`src/ram_pointer_defs.sv`:
```
// Contract
// - Expansion-to-pair: expansion high nibble to second register, low nibble to accumulator.
// - Digit-select load copies accumulator low three bits; accumulator stays unchanged.
// - Pointer load writes 2-bit file selector and 4-bit word pointer immediates.
// - Directly following pointer loads after the first are treated as skipped.
// - Increment word pointer; skip next instruction when it wraps to zero.
// - Decrement word pointer; skip next instruction when it wraps to fifteen.
// - Load memory nibble into accumulator, then file selector XOR immediate.
// - Swap accumulator with memory nibble, then file selector XOR immediate.
// - Swap, file selector update, decrement word pointer, skip on fifteen.
// - Swap, file selector update, increment word pointer, skip on zero.
// - Register-to-register transfers never skip the next instruction.
// - Pair-to-expansion: second register to upper bits, accumulator to lower bits.
package ram_pointer_pkg;
  // ---------------------------------------------------------------
  // Opcodes and decode masks
  // ---------------------------------------------------------------
  localparam logic [8:0] OP_TAB_TO_ACC = 9'h01E;
  localparam logic [8:0] OP_ACC_TO_B = 9'h00E;
  localparam logic [8:0] OP_WORD_TO_ACC = 9'h01F;
  localparam logic [8:0] OP_ACC_TO_WORD = 9'h00C;
  localparam logic [8:0] OP_PAIR_TO_EXP = 9'h01A;
  localparam logic [8:0] OP_EXP_TO_PAIR = 9'h02A;
  localparam logic [8:0] OP_ACC_TO_DIGIT = 9'h029;
  localparam logic [8:0] OP_INC_WORD = 9'h013;
  localparam logic [8:0] OP_DEC_WORD = 9'h017;
  localparam logic [8:0] MASK_PTR_LOAD = 9'h1C0;
  localparam logic [8:0] OP_PTR_LOAD = 9'h0C0;
  localparam logic [8:0] MASK_J = 9'h1FC;
  localparam logic [8:0] OP_LOAD_MEM = 9'h064;
  localparam logic [8:0] OP_SWAP = 9'h060;
  localparam logic [8:0] OP_SWAP_DEC = 9'h06C;
  localparam logic [8:0] OP_SWAP_INC = 9'h068;
  // ---------------------------------------------------------------
  // Field positions, widths and word pointer wrap values
  // ---------------------------------------------------------------
  localparam int IMM_X_LSB = 4;
  localparam int IMM_X_HI = IMM_X_LSB + 1;
  localparam int RAM_AW = 6;
  localparam logic [3:0] WORD_WRAP_UP = 4'h0;
  localparam logic [3:0] WORD_WRAP_DOWN = 4'hF;
  // ---------------------------------------------------------------
  // Reset values
  // ---------------------------------------------------------------
  localparam logic [3:0] RST_NIBBLE = 4'h0;
  localparam logic [7:0] RST_EXP = 8'h00;
  localparam logic [2:0] RST_DIGIT = 3'h0;
  localparam logic [1:0] RST_FILE = 2'h0;
endpackage

`timescale 1ns/1ps
`default_nettype none
module nibble_ram (
  input wire logic mclk_i,
  input wire logic wr_i,
  input wire logic [ram_pointer_pkg::RAM_AW-1:0] addr_i,
  input wire logic [3:0] wdata_i,
  output logic [3:0] rdata_o
);
  logic [3:0] mem [0:(1<<ram_pointer_pkg::RAM_AW)-1];

  // Read is combinational so a swap completes in the cycle it is issued.
  assign rdata_o = mem[addr_i];

  always_ff @(posedge mclk_i) begin
    if (wr_i) begin
      mem[addr_i] <= wdata_i;
    end
  end
endmodule
`default_nettype wire

```
`src/ram_pointer_transfer_exec.sv`:
```
`timescale 1ns/1ps
`default_nettype none
module ram_pointer_transfer_exec (
  input wire logic mclk_i,
  input wire logic resetn_i,
  input wire logic instr_valid_i,
  input wire logic [8:0] instr_i,
  input wire logic instr_skip_i,
  input wire logic acc_wr_i,
  input wire logic [3:0] acc_wr_data_i,
  input wire logic b_wr_i,
  input wire logic [3:0] b_wr_data_i,
  output logic [3:0] acc_o,
  output logic [3:0] breg_o,
  output logic [7:0] expansion_o,
  output logic [2:0] digit_select_o,
  output logic [1:0] file_sel_o,
  output logic [3:0] word_ptr_o,
  output logic skip_next_o,
  output logic ptr_load_skipped_o,
  output logic done_o
);
  // ---------------------------------------------------------------
  // State
  // ---------------------------------------------------------------
  logic [3:0] acc_reg, acc_next;
  logic [3:0] b_reg, b_next;
  logic [7:0] exp_reg, exp_next;
  logic [2:0] digit_reg, digit_next;
  logic [1:0] file_reg, file_next;
  logic [3:0] word_reg, word_next;
  // The three pulse registers below stand for exactly one cycle.
  logic skip_reg, skip_next;
  logic lxy_skip_reg, lxy_skip_next;
  logic done_reg, done_next;
  logic last_lxy_reg, last_lxy_next;

  logic [3:0] ram_rdata;
  logic ram_wr;
  logic [3:0] ram_wdata;
  logic [ram_pointer_pkg::RAM_AW-1:0] ram_addr;

  logic is_lxy, is_load_mem, is_swap, is_swap_dec, is_swap_inc;
  logic [1:0] imm_j;
  logic [3:0] word_inc, word_dec;

  // ---------------------------------------------------------------
  // Decode
  // ---------------------------------------------------------------
  // The group is decoded from fixed bit patterns; the two-bit file
  // toggle rides in the lowest bits of every memory transfer.
  assign imm_j = instr_i[1:0];
  assign word_inc = word_reg + 4'h1;
  assign word_dec = word_reg - 4'h1;
  assign is_lxy = (instr_i & ram_pointer_pkg::MASK_PTR_LOAD) == ram_pointer_pkg::OP_PTR_LOAD;
  assign is_load_mem = (instr_i & ram_pointer_pkg::MASK_J) == ram_pointer_pkg::OP_LOAD_MEM;
  assign is_swap = (instr_i & ram_pointer_pkg::MASK_J) == ram_pointer_pkg::OP_SWAP;
  assign is_swap_dec = (instr_i & ram_pointer_pkg::MASK_J) == ram_pointer_pkg::OP_SWAP_DEC;
  assign is_swap_inc = (instr_i & ram_pointer_pkg::MASK_J) == ram_pointer_pkg::OP_SWAP_INC;

  // The data pointer is the file selector over the word pointer.
  assign ram_addr = {file_reg, word_reg};

  // ---------------------------------------------------------------
  // Data memory
  // ---------------------------------------------------------------
  // The store is not cleared by reset, so code must write a nibble before it
  // reads it; clearing sixty-four entries would cost a long reset sequence.
  nibble_ram u_ram (
    .mclk_i(mclk_i),
    .wr_i(ram_wr),
    .addr_i(ram_addr),
    .wdata_i(ram_wdata),
    .rdata_o(ram_rdata)
  );

  // ---------------------------------------------------------------
  // Execute
  // ---------------------------------------------------------------
  // Every instruction here finishes in the cycle it is presented and no
  // carry is touched, since this block holds no carry at all.
  always_comb begin
    acc_next = acc_reg;
    b_next = b_reg;
    exp_next = exp_reg;
    digit_next = digit_reg;
    file_next = file_reg;
    word_next = word_reg;
    skip_next = 1'b0;
    lxy_skip_next = 1'b0;
    done_next = 1'b0;
    last_lxy_next = last_lxy_reg;
    ram_wr = 1'b0;
    ram_wdata = acc_reg;
    // Writes from other units of the core come first; an instruction in
    // the same cycle overrides them.
    if (acc_wr_i) begin
      acc_next = acc_wr_data_i;
    end
    if (b_wr_i) begin
      b_next = b_wr_data_i;
    end
    if (instr_valid_i) begin
      // Any slot of this group, skipped or not, reports completion.
      done_next = 1'b1;
      // A chain of pointer loads counts even through skipped slots, so a
      // table of loads can be entered at any entry and only that one acts.
      last_lxy_next = is_lxy;
      if (instr_skip_i) begin
        done_next = 1'b1;
      end else if (is_lxy && last_lxy_reg) begin
        lxy_skip_next = 1'b1;
      end else if (is_lxy) begin
        file_next = instr_i[ram_pointer_pkg::IMM_X_HI:ram_pointer_pkg::IMM_X_LSB];
        word_next = instr_i[3:0];
      end else if (is_load_mem) begin
        acc_next = ram_rdata;
        file_next = file_reg ^ imm_j;
      end else if (is_swap || is_swap_dec || is_swap_inc) begin
        // The old accumulator goes to the same address that is read, because
        // the pointer only moves at the clock edge that ends this cycle.
        acc_next = ram_rdata;
        ram_wr = 1'b1;
        ram_wdata = acc_reg;
        file_next = file_reg ^ imm_j;
        // Only the skip request is made here; the core squashes the slot.
        if (is_swap_dec) begin
          word_next = word_dec;
          skip_next = (word_dec == ram_pointer_pkg::WORD_WRAP_DOWN);
        end
        if (is_swap_inc) begin
          word_next = word_inc;
          skip_next = (word_inc == ram_pointer_pkg::WORD_WRAP_UP);
        end
      end else begin
        // Transfers below leave skip_next low, except OP_INC_WORD and OP_DEC_WORD, which request a skip on wrap.
        case (instr_i)
          ram_pointer_pkg::OP_EXP_TO_PAIR: begin
            // The expansion register is only ever split or built as a whole byte.
            b_next = exp_reg[7:4];
            acc_next = exp_reg[3:0];
          end
          ram_pointer_pkg::OP_PAIR_TO_EXP: begin
            exp_next = {b_reg, acc_reg};
          end
          ram_pointer_pkg::OP_ACC_TO_DIGIT: begin
            digit_next = acc_reg[2:0];
          end
          ram_pointer_pkg::OP_TAB_TO_ACC: begin
            acc_next = b_reg;
          end
          ram_pointer_pkg::OP_ACC_TO_B: begin
            b_next = acc_reg;
          end
          ram_pointer_pkg::OP_WORD_TO_ACC: begin
            acc_next = word_reg;
          end
          ram_pointer_pkg::OP_ACC_TO_WORD: begin
            word_next = acc_reg;
          end
          ram_pointer_pkg::OP_INC_WORD: begin
            // The wrap test looks at the new value, which is what the core skips on.
            word_next = word_inc;
            skip_next = (word_inc == ram_pointer_pkg::WORD_WRAP_UP);
          end
          ram_pointer_pkg::OP_DEC_WORD: begin
            word_next = word_dec;
            skip_next = (word_dec == ram_pointer_pkg::WORD_WRAP_DOWN);
          end
          default: begin
            // Opcodes of other groups leave this state untouched.
            done_next = 1'b0;
          end
        endcase
      end
    end
  end

  // ---------------------------------------------------------------
  // Registers
  // ---------------------------------------------------------------
  // Reset is synchronous; the store itself keeps its contents.
  always_ff @(posedge mclk_i) begin
    if (!resetn_i) begin
      acc_reg <= ram_pointer_pkg::RST_NIBBLE;
      b_reg <= ram_pointer_pkg::RST_NIBBLE;
      exp_reg <= ram_pointer_pkg::RST_EXP;
      digit_reg <= ram_pointer_pkg::RST_DIGIT;
      file_reg <= ram_pointer_pkg::RST_FILE;
      word_reg <= ram_pointer_pkg::RST_NIBBLE;
      skip_reg <= 1'b0;
      lxy_skip_reg <= 1'b0;
      done_reg <= 1'b0;
      last_lxy_reg <= 1'b0;
    end else begin
      acc_reg <= acc_next;
      b_reg <= b_next;
      exp_reg <= exp_next;
      digit_reg <= digit_next;
      file_reg <= file_next;
      word_reg <= word_next;
      skip_reg <= skip_next;
      lxy_skip_reg <= lxy_skip_next;
      done_reg <= done_next;
      last_lxy_reg <= last_lxy_next;
    end
  end

  // ---------------------------------------------------------------
  // Outputs
  // ---------------------------------------------------------------
  // Every output is a register, so the core never sees decode glitches.
  assign acc_o = acc_reg;
  assign breg_o = b_reg;
  assign expansion_o = exp_reg;
  assign digit_select_o = digit_reg;
  assign file_sel_o = file_reg;
  assign word_ptr_o = word_reg;
  assign skip_next_o = skip_reg;
  assign ptr_load_skipped_o = lxy_skip_reg;
  assign done_o = done_reg;
endmodule
`default_nettype wire

```
`config.mk`:
```
export PLATFORM = sky130hd
export DESIGN_NAME = ram_pointer_transfer_exec
export DESIGN_NICKNAME = d
export VERILOG_FILES = /design/src/ram_pointer_defs.sv /design/src/ram_pointer_transfer_exec.sv
export SDC_FILE = /design/constraint.sdc
export NUM_CORES = 1
export LEC_CHECK = 0
export ABC_AREA = 1
export BUFFER_PORTS_ARGS = -buffer_cell sky130_fd_sc_hd__clkbuf_2
export CORE_MARGIN = 2
export CORE_UTILIZATION = 65
export CTS_CLUSTER_SIZE = 30
export DETAILED_ROUTE_END_ITERATION = 8
export GPL_TIMING_DRIVEN = 0
export PLACE_DENSITY_LB_ADDON = 0.08
export SLEW_MARGIN = 20
export SYNTH_ARGS = -nofsm -noshare
export SYNTH_HDL_FRONTEND = slang
export SYNTH_HIERARCHICAL = 1
export SYNTH_SLANG_ARGS = --single-unit
```
`constraint.sdc`:
```
create_clock -name mclk_i -period 6.48 [get_ports mclk_i]
set_input_delay 1.944 -clock mclk_i [delete_from_list [all_inputs] [get_ports mclk_i]]
set_output_delay 1.944 -clock mclk_i [all_outputs]
set_load 0.005 [all_outputs]
```
==> run_results.csv <==
group,metric,value,unit
layout,largest_reg_flops,256,
logic_synthesis,synth_cell_type_count,37,
clocking,cts_buffer_depth,3,
drt,avgRoutedWirePerCell,21.0,um
floorplanning,initial_utilization,0.657,
setup_path,cp-end-kind,"register",
sta,setup_viol,0,
placed_design,placed_area,13800,sq um
clocking,ctsResizeCount,0,
drt,avgViaCountPerCell,5.84,
layout,fin_util,0.735,
floorplanning,rows,52,
run_status,run_status,"completed",
clocking,ctsHoldBuffers,0,
logic_synthesis,synth-seq-cells,285,
floorplanning,dieArea,21500,sq um
logic_synthesis,netlist_area,13200,sq um
sta,fin_crit_sh,0.675,
setup_path,critical-path-top-delay-family,"simple AND/OR/NAND/NOR gates",
pwr,powerDensity,263,nW/um^2
sta,finalHoldViolations,0,
pwr,leakagePower,6.26,nW
sta,slew_viol_final,0,
grt,antenna_found_initial,0,
clocking,worstSkewPairLatency,0.56,ns
setup_path,path_class,"in2reg",
layout,regMostFlops,"u_ram/mem",
layout,syn_to_final_growth,11.9,%
logic_synthesis,synthesis.nets,1485,
sta,slew_headroom,0.383,
sta,clock_skew,0.0124,ns
clocking,htree_levels,1,
floorplanning,die_w,147,um
placed_design,dp_hpwl,25000,um
grt,globalRouteTotalUtil,0.361,
logic_synthesis,syn_area_per_cell,9.05,sq um
drt,wl,38300,um
layout,drive_gt1_frac,0.115,
layout,nNetsFinal,1565,
clocking,clock_sinks,285,
floorplanning,ios,51,
drt,ant_nets,0,
sta,rsz0062_at_grt,"no",
clocking,clk_pin_slew_worst_paths,0.06,ns
layout,layout_commonest_cell,"nand2_1",
grt,grt_pass1_wl,57500,um
grt,grt_remaining_overflow,0,
placed_design,io_buffers,47,
placed_design,place.gp.congestion,1.07,
setup_path,worstSetupStartpointType,"input pin",
setup_path,path_buf_inv,3,
setup_path,crit_fanout,9,
drt,dr.pass1.iters,6,
pwr,pwr-share-comb,0.051,
clocking,cts-root-buf,"clkbuf_16",
setup_path,cpMaxStageDelayCell,"nand3_1",
pwr,clockPowerShare,0.424,
drt,drt_iter0_drc,1439,
drt,drcViolationCount,0,
sta,min_period,4.37,ns
logic_synthesis,synth-seq-area-share,0.626,
setup_path,critPathRequiredTime,6.68,ns
grt,grt_max_degree,69,
setup_path,max_stage_delay,0.73,ns
grt,grt_pass1_vias,9992,
pwr,peakVddDrop,283,uV
pwr,switching_share,0.217,
clocking,cts_setup_buffers,0,
floorplanning,die_y,147,um
layout,final_cell_mix,"752 x nand2_1, 256 x edfxtp_1, 111 x nor2_1, 64 x inv_1, 47 x clkbuf_2",
logic_synthesis,yosys_warnings,6,
setup_path,worstPathArrival,4.58,ns
worst_hold_path,worstHoldPathType,"reg2reg",
pwr,internal_power,3.05,mW
floorplanning,core_area,20100,sq um
drt,vias,10700,
setup_path,path_cells,"clkbuf_2 -> inv_2 -> nand3_1 -> nor2_4 -> nand2_1 -> nor2_1 -> clkbuf_1 -> nand3_1 -> nor2_1",
sta,fin_setup_tns,0,ns
layout,insertedDiodeCount,0,
job,maxCapViolations,0,
sta,worstMarginPinSlew,0.926,ns
sta,fmax,229,MHz
logic_synthesis,syn_inst,1459,
pwr,power_switching,844,uW
clocking,tritoncts,"yes",
clocking,numCtsBuffers,29,
layout,stdcell_area,14800,sq um
pwr,power_frac_seq,0.526,
[cell type report]
type                            count  area, sq um
Sequential cell                   285         8280
Fill cell                        1520         5330
Multi-Input combinational cell   1040         4330
Clock buffer                       34          744
Tap cell                          270          338
Buffer                             58          319
Inverter                           76          285
Timing Repair Buffer               49          275
Clock inverter                     16          194
[worst register-to-register path: stages (launching register included)]
cell and delay, ns:
dfxtp_1 0.49, buf_2 0.26, buf_2 0.28, buf_2 0.39, nand4_1 0.72, nor2_1 0.59
[per-layer routing]
metal,vias up,wire [um],track usage
li1,4887,-,-
met1,4947,14000,0.486
met2,688,17400,0.572
met3,161,4920,0.0713
met4,0,2010,0.172
met5,-,0,0
[power by group through the flow]
stage	Combinational [mW]	Sequential (mW)	Clock (mW)
floorplan	0.111	2.07	0
global placement	0.175	2.10	0
detailed placement	0.190	2.08	0
CTS	0.191	2.05	1.66
global route	0.213	2.05	1.73
finish	0.197	2.04	1.65
[stage by stage]
stage / setup WS, ns / std cells / hold WS (ns) / total power [mW]
CTS: 2.29 / 1828 / 0.472 / 3.90
floorplan: 2.64 / 1459 / 0.441 / 2.19
global route: 1.98 / 1828 / 0.490 / 3.99
global placement: 1.72 / 1776 / 0.461 / 2.27
finish: 2.11 / 1828 / 0.472 / 3.89
detailed placement: 1.69 / 1778 / 0.463 / 2.27
[synth_stat cells (all sizes together)]
cell	n	area (sq um)
nor4	2	12.5
xor2	4	35.0
o211ai	6	45.0
buf	48	282
o21bai	2	15.0
o22ai	4	25.0
nor2	126	536
a21oi	29	145
nand3	45	248
mux2	4	45.0
nand2	756	2850
nand4	5	31.3
nand3b	1	7.51
inv	76	285
dfxtp	29	581
edfxtp	256	7690
ha	3	37.5
or2	7	43.8
o21ai	32	164
o2111ai	1	8.76
nor3	12	80.1
nor3b	1	7.51
clkbuf	10	37.5
[logic make-up (layout without fill, tap and decap cells)]
| family | after synthesis | after routing | synth area share |
|---|---|---|---|
| AOI/OAI and AO/OA | 74 | 74 | 0.0305 |
| xor gates and xnor gates | 4 | 4 | 0.00265 |
| adders and majority gates | 3 | 3 | 0.00284 |
| buffers and inverters | 134 | 233 | 0.0458 |
| DFF | 285 | 285 | 0.626 |
| muxes | 4 | 4 | 0.00341 |
| and+or+nand+nor | 955 | 955 | 0.289 |
[final timing paths]
| kind | from | endpoint | slack, ns | cells after the start |
|---|---|---|---|---|
| min reg2reg | expansion_o[1]$_SDFFE_PN0P_ | expansion_o[1]$_SDFFE_PN0P_ | 0.47 | 2 |
| max | instr_i[8] | u_ram/mem[21][1]$_DFFE_PP_ | 2.11 | 9 |
| min | expansion_o[1]$_SDFFE_PN0P_ | expansion_o[1]$_SDFFE_PN0P_ | 0.47 | 2 |
| max reg2reg | word_ptr_o[1]$_SDFFE_PN0P_ | u_ram/mem[7][0]$_DFFE_PP_ | 3.40 | 5 |
Power figures use the tool's default switching activity.
